[src/design/gpio_bank_map.vh]
// Register map, field layout and timing constants of the GPIO bank
// Functional notes
// - direction bit 0 output, 1 input
// - direction resets FFh, data and invert 00h
// - output bits readable, writable, driven to pin
// - input bits read pin, writes ignored
// - invert bit flips data to pin relation
// - LED mode 00 floats, 01 drives low
// - LED mode 10 gives 1 Hz square wave
// - LED mode 11 gives quarter hertz wave
// - odd select bits route LED to port_d
// - even select bits route watchdog timeout
// - port works only while activation bit set
`ifndef GPIO_BANK_MAP_VH
`define GPIO_BANK_MAP_VH

// ****************************************
// Register indices (byte address = 4 x index)
// ****************************************
`define IDX_ACTIVATE 8'h30
`define IDX_B_DIR 8'hE3
`define IDX_B_DATA 8'hE4
`define IDX_B_INV 8'hE5
`define IDX_C_DIR 8'hF0
`define IDX_C_DATA 8'hF1
`define IDX_C_INV 8'hF2
`define IDX_LED_MODE 8'hF3
`define IDX_D_DIR 8'hF4
`define IDX_D_DATA 8'hF5
`define IDX_D_INV 8'hF6
`define IDX_D_ALT 8'hF7

// ****************************************
// Reset values and fields
// ****************************************
`define RST_DIR 8'hFF
`define RST_DATA 8'h00
`define RST_INV 8'h00
`define RST_LED 2'h0
`define RST_ALT 8'h00
`define RST_ACT 3'h0
`define ACT_B 0
`define ACT_C 1
`define ACT_D 2
`define LED_MSB 7
`define LED_LSB 6
`define LED_FLOAT 2'h0
`define LED_LOW 2'h1
`define LED_BLINK_1HZ 2'h2
`define LED_BLINK_QHZ 2'h3
`define ALT_LED_BITS 8'hAA
`define ALT_WDT_BITS 8'h55
`define QHZ_DIV_LAST 2'h3

// ****************************************
// Timing
// ****************************************
`define CLK_PERIOD_NS 5
`define LED_1HZ_HALF_NS 500000000
`define LED_1HZ_HALF_CYC (`LED_1HZ_HALF_NS / `CLK_PERIOD_NS)

`endif

[src/design/led_blinker.v]
// Suspend indicator LED pattern generator
`include "gpio_bank_map.vh"

module led_blinker #(
  parameter HALF_CYC = `LED_1HZ_HALF_CYC,
  parameter CW = 27
) (
  // Clock and reset
  input wire ref_clk,
  input wire resetn,
  // Mode and LED pin
  input wire [1:0] mode,
  output reg led_out,
  output reg led_oe
);

  // ****************************************
  // Free running dividers
  // ****************************************
  // Dividers never stop, so a mode change picks up the running phase
  reg [CW-1:0] count;
  reg [1:0] slow_div;
  reg wave_1hz;
  reg wave_qhz;
  wire half_done = (count == HALF_CYC[CW-1:0] - {{(CW-1){1'b0}}, 1'b1});

  always @(posedge ref_clk or negedge resetn) begin
    if (!resetn) begin
      count <= {CW{1'b0}};
      slow_div <= 2'h0;
      wave_1hz <= 1'b0;
      wave_qhz <= 1'b0;
    end else if (half_done) begin
      count <= {CW{1'b0}};
      wave_1hz <= ~wave_1hz;
      slow_div <= slow_div + 2'h1;
      if (slow_div == `QHZ_DIV_LAST) begin
        wave_qhz <= ~wave_qhz;
      end
    end else begin
      count <= count + {{(CW-1){1'b0}}, 1'b1};
    end
  end

  // ****************************************
  // Pin stage
  // ****************************************
  always @(posedge ref_clk or negedge resetn) begin
    if (!resetn) begin
      led_out <= 1'b0;
      led_oe <= 1'b0;
    end else begin
      case (mode)
        `LED_FLOAT: begin
          led_out <= 1'b0;
          led_oe <= 1'b0;
        end
        `LED_LOW: begin
          led_out <= 1'b0;
          led_oe <= 1'b1;
        end
        `LED_BLINK_1HZ: begin
          led_out <= wave_1hz;
          led_oe <= 1'b1;
        end
        default: begin
          led_out <= wave_qhz;
          led_oe <= 1'b1;
        end
      endcase
    end
  end

endmodule

[src/design/gpio_port_pins.v]
// Pin driver stage of one 8-bit general purpose port
module gpio_port_pins #(
  parameter W = 8
) (
  // Clock and reset
  input wire ref_clk,
  input wire resetn,
  // Configuration
  input wire active,
  input wire [W-1:0] direction,
  input wire [W-1:0] data,
  input wire [W-1:0] invert,
  // Alternate function
  input wire [W-1:0] alt_sel,
  input wire [W-1:0] alt_out,
  input wire [W-1:0] alt_oe,
  // Pins
  output reg [W-1:0] pin_out,
  output reg [W-1:0] pin_oe
);

  // ****************************************
  // Output mux
  // ****************************************
  reg [W-1:0] next_out;
  reg [W-1:0] next_oe;
  integer i;

  always @* begin
    next_out = {W{1'b0}};
    next_oe = {W{1'b0}};
    for (i = 0; i < W; i = i + 1) begin
      if (!active) begin
        next_oe[i] = 1'b0;
      end else if (alt_sel[i]) begin
        next_out[i] = alt_out[i];
        next_oe[i] = alt_oe[i];
      end else begin
        next_out[i] = data[i] ^ invert[i];
        next_oe[i] = ~direction[i];
      end
    end
  end

  always @(posedge ref_clk or negedge resetn) begin
    if (!resetn) begin
      pin_out <= {W{1'b0}};
      pin_oe <= {W{1'b0}};
    end else begin
      pin_out <= next_out;
      pin_oe <= next_oe;
    end
  end

endmodule

[src/design/gpio_bank.v]
// GPIO bank top: APB register file, three ports and suspend LED routing
//
// Decided for this implementation: the APB interface to the registers.
`include "gpio_bank_map.vh"

module gpio_bank #(
  parameter W = 8,
  parameter LED_HALF_CYC = `LED_1HZ_HALF_CYC
) (
  // Clock and reset
  input wire ref_clk,
  input wire resetn,
  // APB slave
  input wire psel,
  input wire penable,
  input wire pwrite,
  input wire [11:0] paddr,
  input wire [31:0] pwdata,
  output reg pready,
  output reg [31:0] prdata,
  output reg pslverr,
  // Port B pins
  input wire [W-1:0] port_b_in,
  output wire [W-1:0] port_b_out,
  output wire [W-1:0] port_b_oe,
  // Port C pins
  input wire [W-1:0] port_c_in,
  output wire [W-1:0] port_c_out,
  output wire [W-1:0] port_c_oe,
  // Port D pins
  input wire [W-1:0] port_d_in,
  output wire [W-1:0] port_d_out,
  output wire [W-1:0] port_d_oe,
  // Watchdog timeout from the watchdog block
  input wire watchdog_timeout_out_n,
  // Dedicated suspend LED pin
  output wire sleep_indicator_led_out,
  output wire sleep_indicator_led_oe
);

  // ****************************************
  // Register state
  // ****************************************
  reg [2:0] activate;
  reg [W-1:0] b_dir;
  reg [W-1:0] b_data;
  reg [W-1:0] b_inv;
  reg [W-1:0] c_dir;
  reg [W-1:0] c_data;
  reg [W-1:0] c_inv;
  reg [1:0] led_mode;
  reg [W-1:0] d_dir;
  reg [W-1:0] d_data;
  reg [W-1:0] d_inv;
  reg [W-1:0] d_alt;
  reg wdt_level;

  // ****************************************
  // Helpers
  // ****************************************
  // Index is valid only for an aligned word below the top of the map
  function addr_ok;
    input [11:0] a;
    begin
      addr_ok = (a[1:0] == 2'h0) && (a[11:10] == 2'h0);
    end
  endfunction

  function mapped;
    input [7:0] idx;
    begin
      case (idx)
        `IDX_ACTIVATE, `IDX_B_DIR, `IDX_B_DATA, `IDX_B_INV,
        `IDX_C_DIR, `IDX_C_DATA, `IDX_C_INV, `IDX_LED_MODE,
        `IDX_D_DIR, `IDX_D_DATA, `IDX_D_INV, `IDX_D_ALT: begin
          mapped = 1'b1;
        end
        default: begin
          mapped = 1'b0;
        end
      endcase
    end
  endfunction

  // Data view: output bits show the stored value, input bits the pin XOR the invert bit
  function [W-1:0] data_view;
    input [W-1:0] dir;
    input [W-1:0] stored;
    input [W-1:0] pin;
    input [W-1:0] inv;
    begin
      data_view = (~dir & stored) | (dir & (pin ^ inv));
    end
  endfunction

  // Writes land only on bits configured as outputs
  function [W-1:0] data_write;
    input [W-1:0] dir;
    input [W-1:0] stored;
    input [W-1:0] wdata;
    begin
      data_write = (dir & stored) | (~dir & wdata);
    end
  endfunction

  // ****************************************
  // APB handshake
  // ****************************************
  wire [7:0] idx = paddr[9:2];
  wire hit = addr_ok(paddr) && mapped(idx);
  wire [W-1:0] wbyte = pwdata[W-1:0];
  wire wr_go = psel && penable && pready && pwrite && hit;
  reg [31:0] next_rdata;

  // One wait state: ready rises in the second access cycle, with data
  always @(posedge ref_clk or negedge resetn) begin
    if (!resetn) begin
      pready <= 1'b0;
      pslverr <= 1'b0;
      prdata <= 32'h0;
    end else if (psel && penable && !pready) begin
      pready <= 1'b1;
      pslverr <= ~hit;
      prdata <= pwrite ? 32'h0 : next_rdata;
    end else begin
      pready <= 1'b0;
      pslverr <= 1'b0;
      prdata <= 32'h0;
    end
  end

  // ****************************************
  // Read mux
  // ****************************************
  always @* begin
    next_rdata = 32'h0;
    if (addr_ok(paddr)) begin
      case (idx)
        `IDX_ACTIVATE: begin
          next_rdata[2:0] = activate;
        end
        `IDX_B_DIR: begin
          next_rdata[W-1:0] = b_dir;
        end
        `IDX_B_DATA: begin
          next_rdata[W-1:0] = data_view(b_dir, b_data, port_b_in, b_inv);
        end
        `IDX_B_INV: begin
          next_rdata[W-1:0] = b_inv;
        end
        `IDX_C_DIR: begin
          next_rdata[W-1:0] = c_dir;
        end
        `IDX_C_DATA: begin
          next_rdata[W-1:0] = data_view(c_dir, c_data, port_c_in, c_inv);
        end
        `IDX_C_INV: begin
          next_rdata[W-1:0] = c_inv;
        end
        `IDX_LED_MODE: begin
          next_rdata[`LED_MSB:`LED_LSB] = led_mode;
        end
        `IDX_D_DIR: begin
          next_rdata[W-1:0] = d_dir;
        end
        `IDX_D_DATA: begin
          next_rdata[W-1:0] = data_view(d_dir, d_data, port_d_in, d_inv);
        end
        `IDX_D_INV: begin
          next_rdata[W-1:0] = d_inv;
        end
        `IDX_D_ALT: begin
          next_rdata[W-1:0] = d_alt;
        end
        default: begin
          next_rdata = 32'h0;
        end
      endcase
    end
  end

  // ****************************************
  // Register writes
  // ****************************************
  always @(posedge ref_clk or negedge resetn) begin
    if (!resetn) begin
      activate <= `RST_ACT;
      b_dir <= `RST_DIR;
      b_data <= `RST_DATA;
      b_inv <= `RST_INV;
      c_dir <= `RST_DIR;
      c_data <= `RST_DATA;
      c_inv <= `RST_INV;
      led_mode <= `RST_LED;
      d_dir <= `RST_DIR;
      d_data <= `RST_DATA;
      d_inv <= `RST_INV;
      d_alt <= `RST_ALT;
    end else if (wr_go) begin
      case (idx)
        `IDX_ACTIVATE: begin
          activate <= wbyte[2:0];
        end
        `IDX_B_DIR: begin
          b_dir <= wbyte;
        end
        `IDX_B_DATA: begin
          b_data <= data_write(b_dir, b_data, wbyte);
        end
        `IDX_B_INV: begin
          b_inv <= wbyte;
        end
        `IDX_C_DIR: begin
          c_dir <= wbyte;
        end
        `IDX_C_DATA: begin
          c_data <= data_write(c_dir, c_data, wbyte);
        end
        `IDX_C_INV: begin
          c_inv <= wbyte;
        end
        `IDX_LED_MODE: begin
          led_mode <= wbyte[`LED_MSB:`LED_LSB];
        end
        `IDX_D_DIR: begin
          d_dir <= wbyte;
        end
        `IDX_D_DATA: begin
          d_data <= data_write(d_dir, d_data, wbyte);
        end
        `IDX_D_INV: begin
          d_inv <= wbyte;
        end
        `IDX_D_ALT: begin
          d_alt <= wbyte;
        end
        default: begin
          d_alt <= d_alt;
        end
      endcase
    end
  end

  // ****************************************
  // Suspend LED
  // ****************************************
  wire led_out_raw;
  wire led_oe_raw;

  led_blinker #(
    .HALF_CYC(LED_HALF_CYC),
    .CW(27)
  ) u_led (
    .ref_clk(ref_clk),
    .resetn(resetn),
    .mode(led_mode),
    .led_out(led_out_raw),
    .led_oe(led_oe_raw)
  );

  // Dedicated pin gets a register stage so it lines up with port D
  reg led_pin_out;
  reg led_pin_oe;

  always @(posedge ref_clk or negedge resetn) begin
    if (!resetn) begin
      led_pin_out <= 1'b0;
      led_pin_oe <= 1'b0;
      wdt_level <= 1'b1;
    end else begin
      led_pin_out <= led_out_raw;
      led_pin_oe <= led_oe_raw;
      wdt_level <= watchdog_timeout_out_n;
    end
  end

  assign sleep_indicator_led_out = led_pin_out;
  assign sleep_indicator_led_oe = led_pin_oe;

  // ****************************************
  // Alternate functions on port D
  // ****************************************
  // Odd bits carry the LED, even bits the watchdog timeout
  wire [W-1:0] alt_out = ({W{led_out_raw}} & `ALT_LED_BITS) |
    ({W{wdt_level}} & `ALT_WDT_BITS);
  wire [W-1:0] alt_oe = ({W{led_oe_raw}} & `ALT_LED_BITS) | `ALT_WDT_BITS;

  // ****************************************
  // Ports
  // ****************************************
  gpio_port_pins #(.W(W)) u_port_b (
    .ref_clk(ref_clk),
    .resetn(resetn),
    .active(activate[`ACT_B]),
    .direction(b_dir),
    .data(b_data),
    .invert(b_inv),
    .alt_sel({W{1'b0}}),
    .alt_out({W{1'b0}}),
    .alt_oe({W{1'b0}}),
    .pin_out(port_b_out),
    .pin_oe(port_b_oe)
  );

  gpio_port_pins #(.W(W)) u_port_c (
    .ref_clk(ref_clk),
    .resetn(resetn),
    .active(activate[`ACT_C]),
    .direction(c_dir),
    .data(c_data),
    .invert(c_inv),
    .alt_sel({W{1'b0}}),
    .alt_out({W{1'b0}}),
    .alt_oe({W{1'b0}}),
    .pin_out(port_c_out),
    .pin_oe(port_c_oe)
  );

  gpio_port_pins #(.W(W)) u_port_d (
    .ref_clk(ref_clk),
    .resetn(resetn),
    .active(activate[`ACT_D]),
    .direction(d_dir),
    .data(d_data),
    .invert(d_inv),
    .alt_sel(d_alt),
    .alt_out(alt_out),
    .alt_oe(alt_oe),
    .pin_out(port_d_out),
    .pin_oe(port_d_oe)
  );

endmodule

[config.mk]
export PLATFORM = sky130hd
export DESIGN_NAME = gpio_bank
export DESIGN_NICKNAME = d
export VERILOG_FILES = /design/src/design/led_blinker.v /design/src/design/gpio_port_pins.v /design/src/design/gpio_bank.v
export VERILOG_INCLUDE_DIRS = /design/src /design/src/design
export SDC_FILE = /design/constraint.sdc
export NUM_CORES = 1
export LEC_CHECK = 0
export BUFFER_PORTS_ARGS = -buffer_cell sky130_fd_sc_hd__buf_2
export CAP_MARGIN = 5
export CELL_PAD_IN_SITES_DETAIL_PLACEMENT = 0
export CELL_PAD_IN_SITES_GLOBAL_PLACEMENT = 2
export CORE_ASPECT_RATIO = 0.9
export CORE_MARGIN = 2
export CORE_UTILIZATION = 39
export CTS_BUF_LIST = sky130_fd_sc_hd__clkbuf_16
export DETAILED_ROUTE_END_ITERATION = 7
export HOLD_SLACK_MARGIN = 0.03
export PLACE_DENSITY = 0.81
export SLEW_MARGIN = 30
export SYNTH_ARGS = -nofsm -noshare
export SYNTH_HDL_FRONTEND = slang
export SYNTH_SLANG_ARGS = --single-unit
[constraint.sdc]
create_clock -name ref_clk -period 3.35 [get_ports ref_clk]
set_clock_uncertainty 0.05 [all_clocks]
set_input_delay 0.1675 -clock ref_clk [delete_from_list [all_inputs] [get_ports ref_clk]]
set_output_delay 0.1675 -clock ref_clk [all_outputs]
set_load 0.1 [all_outputs]
* After elaboration in Yosys (flattened, before gate mapping)
Cells that the tools add are included.
** Word-level totals
- Logic and storage cells :: 226
- Bits of input ports :: 74
- Output and inout bits :: 84
- Bits in registers :: 203
** Cells by class
- Reductions and logical operators :: 26
- Muxes and demuxes :: 76
- Bitwise logic cells :: 76
- Equal/unequal tests :: 16
- Add/subtract/negate cells :: 2
** Operator list (count)
- $and 8x8->8 :: 12
- $eq 8x8->1 const B :: 11
- $mux 1 :: 68
- $mux 32 :: 2
- $or 8x8->8 :: 6
- $pmux 3 s11 :: 1
- $pmux 3 s10 :: 1
- $add 27x1->27 const B :: 1
- $eq 27x27->1 const B :: 1
- $mux 27 :: 1
- $not 1->1 :: 27
- $reduce_and 2->1 :: 13
- $not 8->8 :: 3
- $xor 1x1->1 :: 24
- $xor 8x8->8 :: 3
- $pmux 2 s11 :: 1
- $reduce_or 12->1 :: 1
- $eq 8x6->1 const B :: 1
- $mux 8 :: 1
- $or 8x7->8 :: 1
- $logic_and 1x1->1 :: 7
- $logic_not 2->1 :: 3
- $eq 2x2->1 const B :: 2
- $add 2x1->2 const B :: 1
- other kinds (4) :: 4

* Depth between registers and ports, before layout
- Depth after elaboration :: 7
- Mapped depth :: 8
- Gate-level depth less buffers :: 6

* Cells and area by module
From an unflattened synthesis, not the netlist that was laid out.
** Unflattened totals
- Cell total of the unflattened synthesis :: 843
- Area, all modules :: 9580.4 µm²
** Modules (own cells, without submodules)
- gpio_bank :: instances 1, cells an instance 491, area each 5650.4 µm²
- gpio_port_pins :: instances 3, cells an instance 65, area each 759.5 µm²
- led_blinker :: instances 1, cells an instance 157, area each 1651.6 µm²

* Worst setup path before layout
No wires, ideal clock.
- Kind :: register to register
- Start point :: reg pready
- End point :: reg (tool-made name)
- Library setup time :: 0.125 ns
- Stages on the path, launching flop included :: 6
- Slack :: 0.904 ns
- Buffers on the path :: 0
- Clock period less this slack :: 2.446 ns
- Arrival time :: 2.271 ns
- Cell sequence :: dfrtp_1 -> nand4_1 -> nor2_8 -> nand3_2 -> nor2_1 -> mux2_2
** RTL lines
- from (decl) :: line gpio_bank.v:19 : output reg pready,
- from (signal assigned) :: line gpio_bank.v:118 : pready <= 1'b0;
- from (signal assigned) :: line gpio_bank.v:122 : pready <= 1'b1;
- from (signal assigned) :: line gpio_bank.v:126 : pready <= 1'b0;

* Worst setup path in the final report
- Start point :: reg u_led.count[8]
- End point :: reg u_led.slow_div[1]
** On the way
- Word-level cells in the longest chain between the ends :: 1
** RTL lines
- from (decl) :: line led_blinker.v:21 : reg [CW-1:0] count;
- from (signal assigned) :: line led_blinker.v:29 : count <= {CW{1'b0}};
- from (signal assigned) :: line led_blinker.v:34 : count <= {CW{1'b0}};
- from (signal assigned) :: line led_blinker.v:41 : count <= count + {{(CW-1){1'b0}}, 1'b1};
- $eq 27x27->1 :: line led_blinker.v:25 : wire half_done = (count == HALF_CYC[CW-1:0] - {{(CW-1){1'b0}}, 1'b1});
- to (signal assigned) :: line led_blinker.v:36 : slow_div <= slow_div + 2'h1;
- to (decl) :: line led_blinker.v:22 : reg [1:0] slow_div;
Every way passes these cells.
A chain may end at the register's enable or synchronous reset.

==> out/metrics.csv <==
stage,metric,value,unit
placement,port_buffers,109,
pwr,ir_drop_worst_vdd,0.000341,V
floorplan,die_height,145,um
floorplan,design.die.area,23400,sq um
global_routing,first_global_vias,5818,
clocking,cts_inserted_buffers,17,
sta,period_minus_slack,2.33,ns
synthesis,post_synth_num_cell_types,75,
global_routing,gr-max-usage-layer,met2,
sta,setup_viol,0,
synthesis,yosys_warnings,0,
synthesis,yosys-top-cells-area,"sky130_fd_sc_hd__dfrtp_1 45%, sky130_fd_sc_hd__mux2_2 11%, sky130_fd_sc_hd__dfstp_2 7.6%",
synthesis,syn_area,8640,sq um
synthesis,synthFlopType,sky130_fd_sc_hd__dfrtp_1,
routing,route.detailed.drc,0,
outcome,run_status,completed,
synthesis,synth_top_area_share,0.446,
synthesis,syn-instance-count,744,
synthesis,synth_sequential_area_ratio,0.522,
worst_setup_path,r2r-end,u_led.slow_div[1],
routing,routed_wire_length_per_instance,18.6,um
routing,dr_total_vias,5885,
clocking,cts.htree.levels,4,
worst_setup_path,r2r_cells,4,
pwr,power,4.34,mW
clocking,clock-sinks,179,
synthesis,synth_enable_flop_cells,0,
worst_setup_path,critPathLaunchType,flip-flop,
routing,detail_route.wirelength,21600,um
global_routing,antenna_found_initial,0,
floorplan,core.rowCount,51,
worst_setup_path,timing.critical_path.required,3.60,ns
routing,detail_route.iter0.violations,394,
worst_setup_path,startpoint,u_led.count[8],
routing,detailedRoute.firstPassIterationCount,5,
floorplan,die_w,161,um
sta,grt_setup_unrepaired,false,
routing,mean_number_of_vias_per_cell,5.06,
finish,design.final.nets,934,
worst_setup_path,reg2reg_setup_slack,1.02,ns
worst_setup_path,worstSetupPathType,flip-flop to flip-flop,
placement,place_congestion,0.862,
clocking,clockBufferDepth,2,
placement,dp_hpwl,15500,um
pwr,cellLeakagePower,5.00,nW
global_routing,global_route.usage.met1,0.278,
clocking,cts.root.buffer_cell,sky130_fd_sc_hd__clkbuf_16,
global_routing,global_route.overflow_total,0,
sta,setup_total_negative_slack,0,ns
global_routing,grtUsageMet2,0.288,
floorplan,io-pin-count,158,
sta,maxSlewViolCount,0,
finish,areaGrowthSynthToFinish,16.0,%
clocking,cts_resized,0,
sta,part_of_the_cycle_the_worst_path_needs,0.695,
sta,peak_clock_frequency_supported_by_timing,429,MHz
floorplan,core_area,21700,sq um
routing,antenna_left,0,
synthesis,postSynthAreaPerCell,11.6,sq um
synthesis,ys_async_rst_share,1.00,
clocking,cts_tree,done,
job,cap_violations,0,
min_path,hold_class,input port to flip-flop,
global_routing,global_route.usage.met3,0.0412,
clocking,worst_skew_pair.late_latency,0.43,ns
pwr,power-per-cell-area,433,nW/um^2
sta,worst_slew_margin_rel,0.449,
sta,hold_viol_final,0,
synthesis,yosysTopAreaCell,sky130_fd_sc_hd__dfrtp_1,
worst_setup_path,critical_path.max_fanout,11,
clocking,clock_pin_slew_on_the_worst_setup_and_hold_paths,0.07,ns
worst_setup_path,worst_setup_path_endpoint,u_led.slow_div[1],
worst_setup_path,worstPathArrival,2.58,ns
finish,n_fill_cell,2075,
global_routing,grt_start_max_net_pins,101,
worst_setup_path,reg2reg_from,u_led.count[8],
global_routing,gr-usage-all-layers,0.190,
global_routing,grt_pass1_wl,33800,um
worst_setup_path,type_of_destination_of_the_critical_path,flip-flop,
synthesis,synth.ff_latch_count,179,
sta,tightest_slew,0.824,ns
finish,drive_gt1_frac,0.330,
floorplan,initial_utilization,0.398,
-- synth_stat cells, types with 13 or more instances --
library cell and instances:
sky130_fd_sc_hd__mux2_2 88, sky130_fd_sc_hd__nor2b_1 21, sky130_fd_sc_hd__nand4_1 16, sky130_fd_sc_hd__xor2_1 38, sky130_fd_sc_hd__buf_4 27, sky130_fd_sc_hd__a21oi_1 17
sky130_fd_sc_hd__nand2_1 38, sky130_fd_sc_hd__nand3_1 15, sky130_fd_sc_hd__xnor2_1 34, sky130_fd_sc_hd__and2_1 27, sky130_fd_sc_hd__nor2_1 57, sky130_fd_sc_hd__o21ai_0 19
sky130_fd_sc_hd__clkbuf_1 16, sky130_fd_sc_hd__dfrtp_1 154, sky130_fd_sc_hd__inv_1 13, sky130_fd_sc_hd__dfstp_2 25
-- routing by layer --
| layer | share of wire | routed length (um) | up-vias |
|---|---|---|---|
| met5 | 0 | 0 | - |
| li1 | - | - | 2802 |
| met3 | 0.058 | 1260 | 18 |
| met4 | 0.012 | 254 | 0 |
| met1 | 0.48 | 10400 | 2876 |
| met2 | 0.45 | 9640 | 189 |
-- critical path: stages, from the launching register on --
cell,delay (ns)
sky130_fd_sc_hd__dfrtp_1,0.45
sky130_fd_sc_hd__or4b_4,0.57
sky130_fd_sc_hd__nor4_4,0.25
sky130_fd_sc_hd__and3_1,0.50
sky130_fd_sc_hd__mux2_1,0.38
-- final cells by class --
type	count	area, sq um	area share
sequential	179	4510	0.450
multi-input combinational	520	3840	0.383
timing repair buffer	127	712	0.0710
clock buffer	17	425	0.0425
tap	291	364	0.0363
clock inverter	15	116	0.0116
inverter	13	48.8	0.00487
antenna	1	2.50	0.000250
-- layout by cell type (no fill, tap or decap), types with 9 or more instances in the layout --
cell type                   count
sky130_fd_sc_hd__and3_1         9
sky130_fd_sc_hd__nand4_1       16
sky130_fd_sc_hd__dfstp_2       25
sky130_fd_sc_hd__nor2b_1       21
sky130_fd_sc_hd__nand3_1       15
sky130_fd_sc_hd__mux2_2        88
sky130_fd_sc_hd__conb_1        24
sky130_fd_sc_hd__xor2_1        38
sky130_fd_sc_hd__o21ai_0       19
sky130_fd_sc_hd__and2_1        27
sky130_fd_sc_hd__xnor2_1       34
sky130_fd_sc_hd__inv_1         15
sky130_fd_sc_hd__nor2_1        57
sky130_fd_sc_hd__buf_2        108
sky130_fd_sc_hd__nand2_1       38
sky130_fd_sc_hd__a21oi_1       17
sky130_fd_sc_hd__buf_4         13
sky130_fd_sc_hd__dfrtp_1      154
sky130_fd_sc_hd__clkbuf_16     17
-- repair_timing --
action                    in CTS  in global routing
hold buffers                   4                  0
hold endpoints to repair      87                  0
setup buffers                  0                  0
-- report_power, final --
part	internal, mW	total, mW	switching (mW)
logic	0.0550	0.310	0.255
registers	2.17	2.17	0.00229
clock network	1.02	1.86	0.849
total	3.24	4.34	1.11
-- worst min path at each step --
stage,depth (start not counted),endpoint,startpoint
floorplan,0,asynchronous set/reset pin,resetn
global placement,1,wdt_level,watchdog_timeout_out_n
detailed placement,1,wdt_level,watchdog_timeout_out_n
CTS,3,b_dir[0],pwdata[0]
global route,3,b_dir[0],pwdata[0]
finish,3,b_dir[0],pwdata[0]
-- metrics by stage --
stage	hold WS (ns)	instances	cell area, sq um	setup slack (ns)	utilization
4_1_cts	0.0538	1162	10000	0.993	0.462
5_1_grt	0.0937	1162	10000	0.928	0.462
2_1_floorplan	-0.178	767	8730	0.904	-
6_report	0.0603	1163	10000	1.02	0.462
3_5_place_dp	0.225	1126	9430	1.01	0.435
3_3_place_gp	0.228	1126	9430	1.03	0.435
-- logic make-up after synthesis --
group,Yosys count,synth area share
muxes,100,0.132
DFF,179,0.522
and+or+nand+nor,226,0.150
other,1,0.000434
AOI/OAI and AO/OA,96,0.0769
xor gates and xnor gates,72,0.0730
adders and majority gates,2,0.00290
buffers and inverters,68,0.0433
No activity file was read; power rests on OpenSTA's default activity.
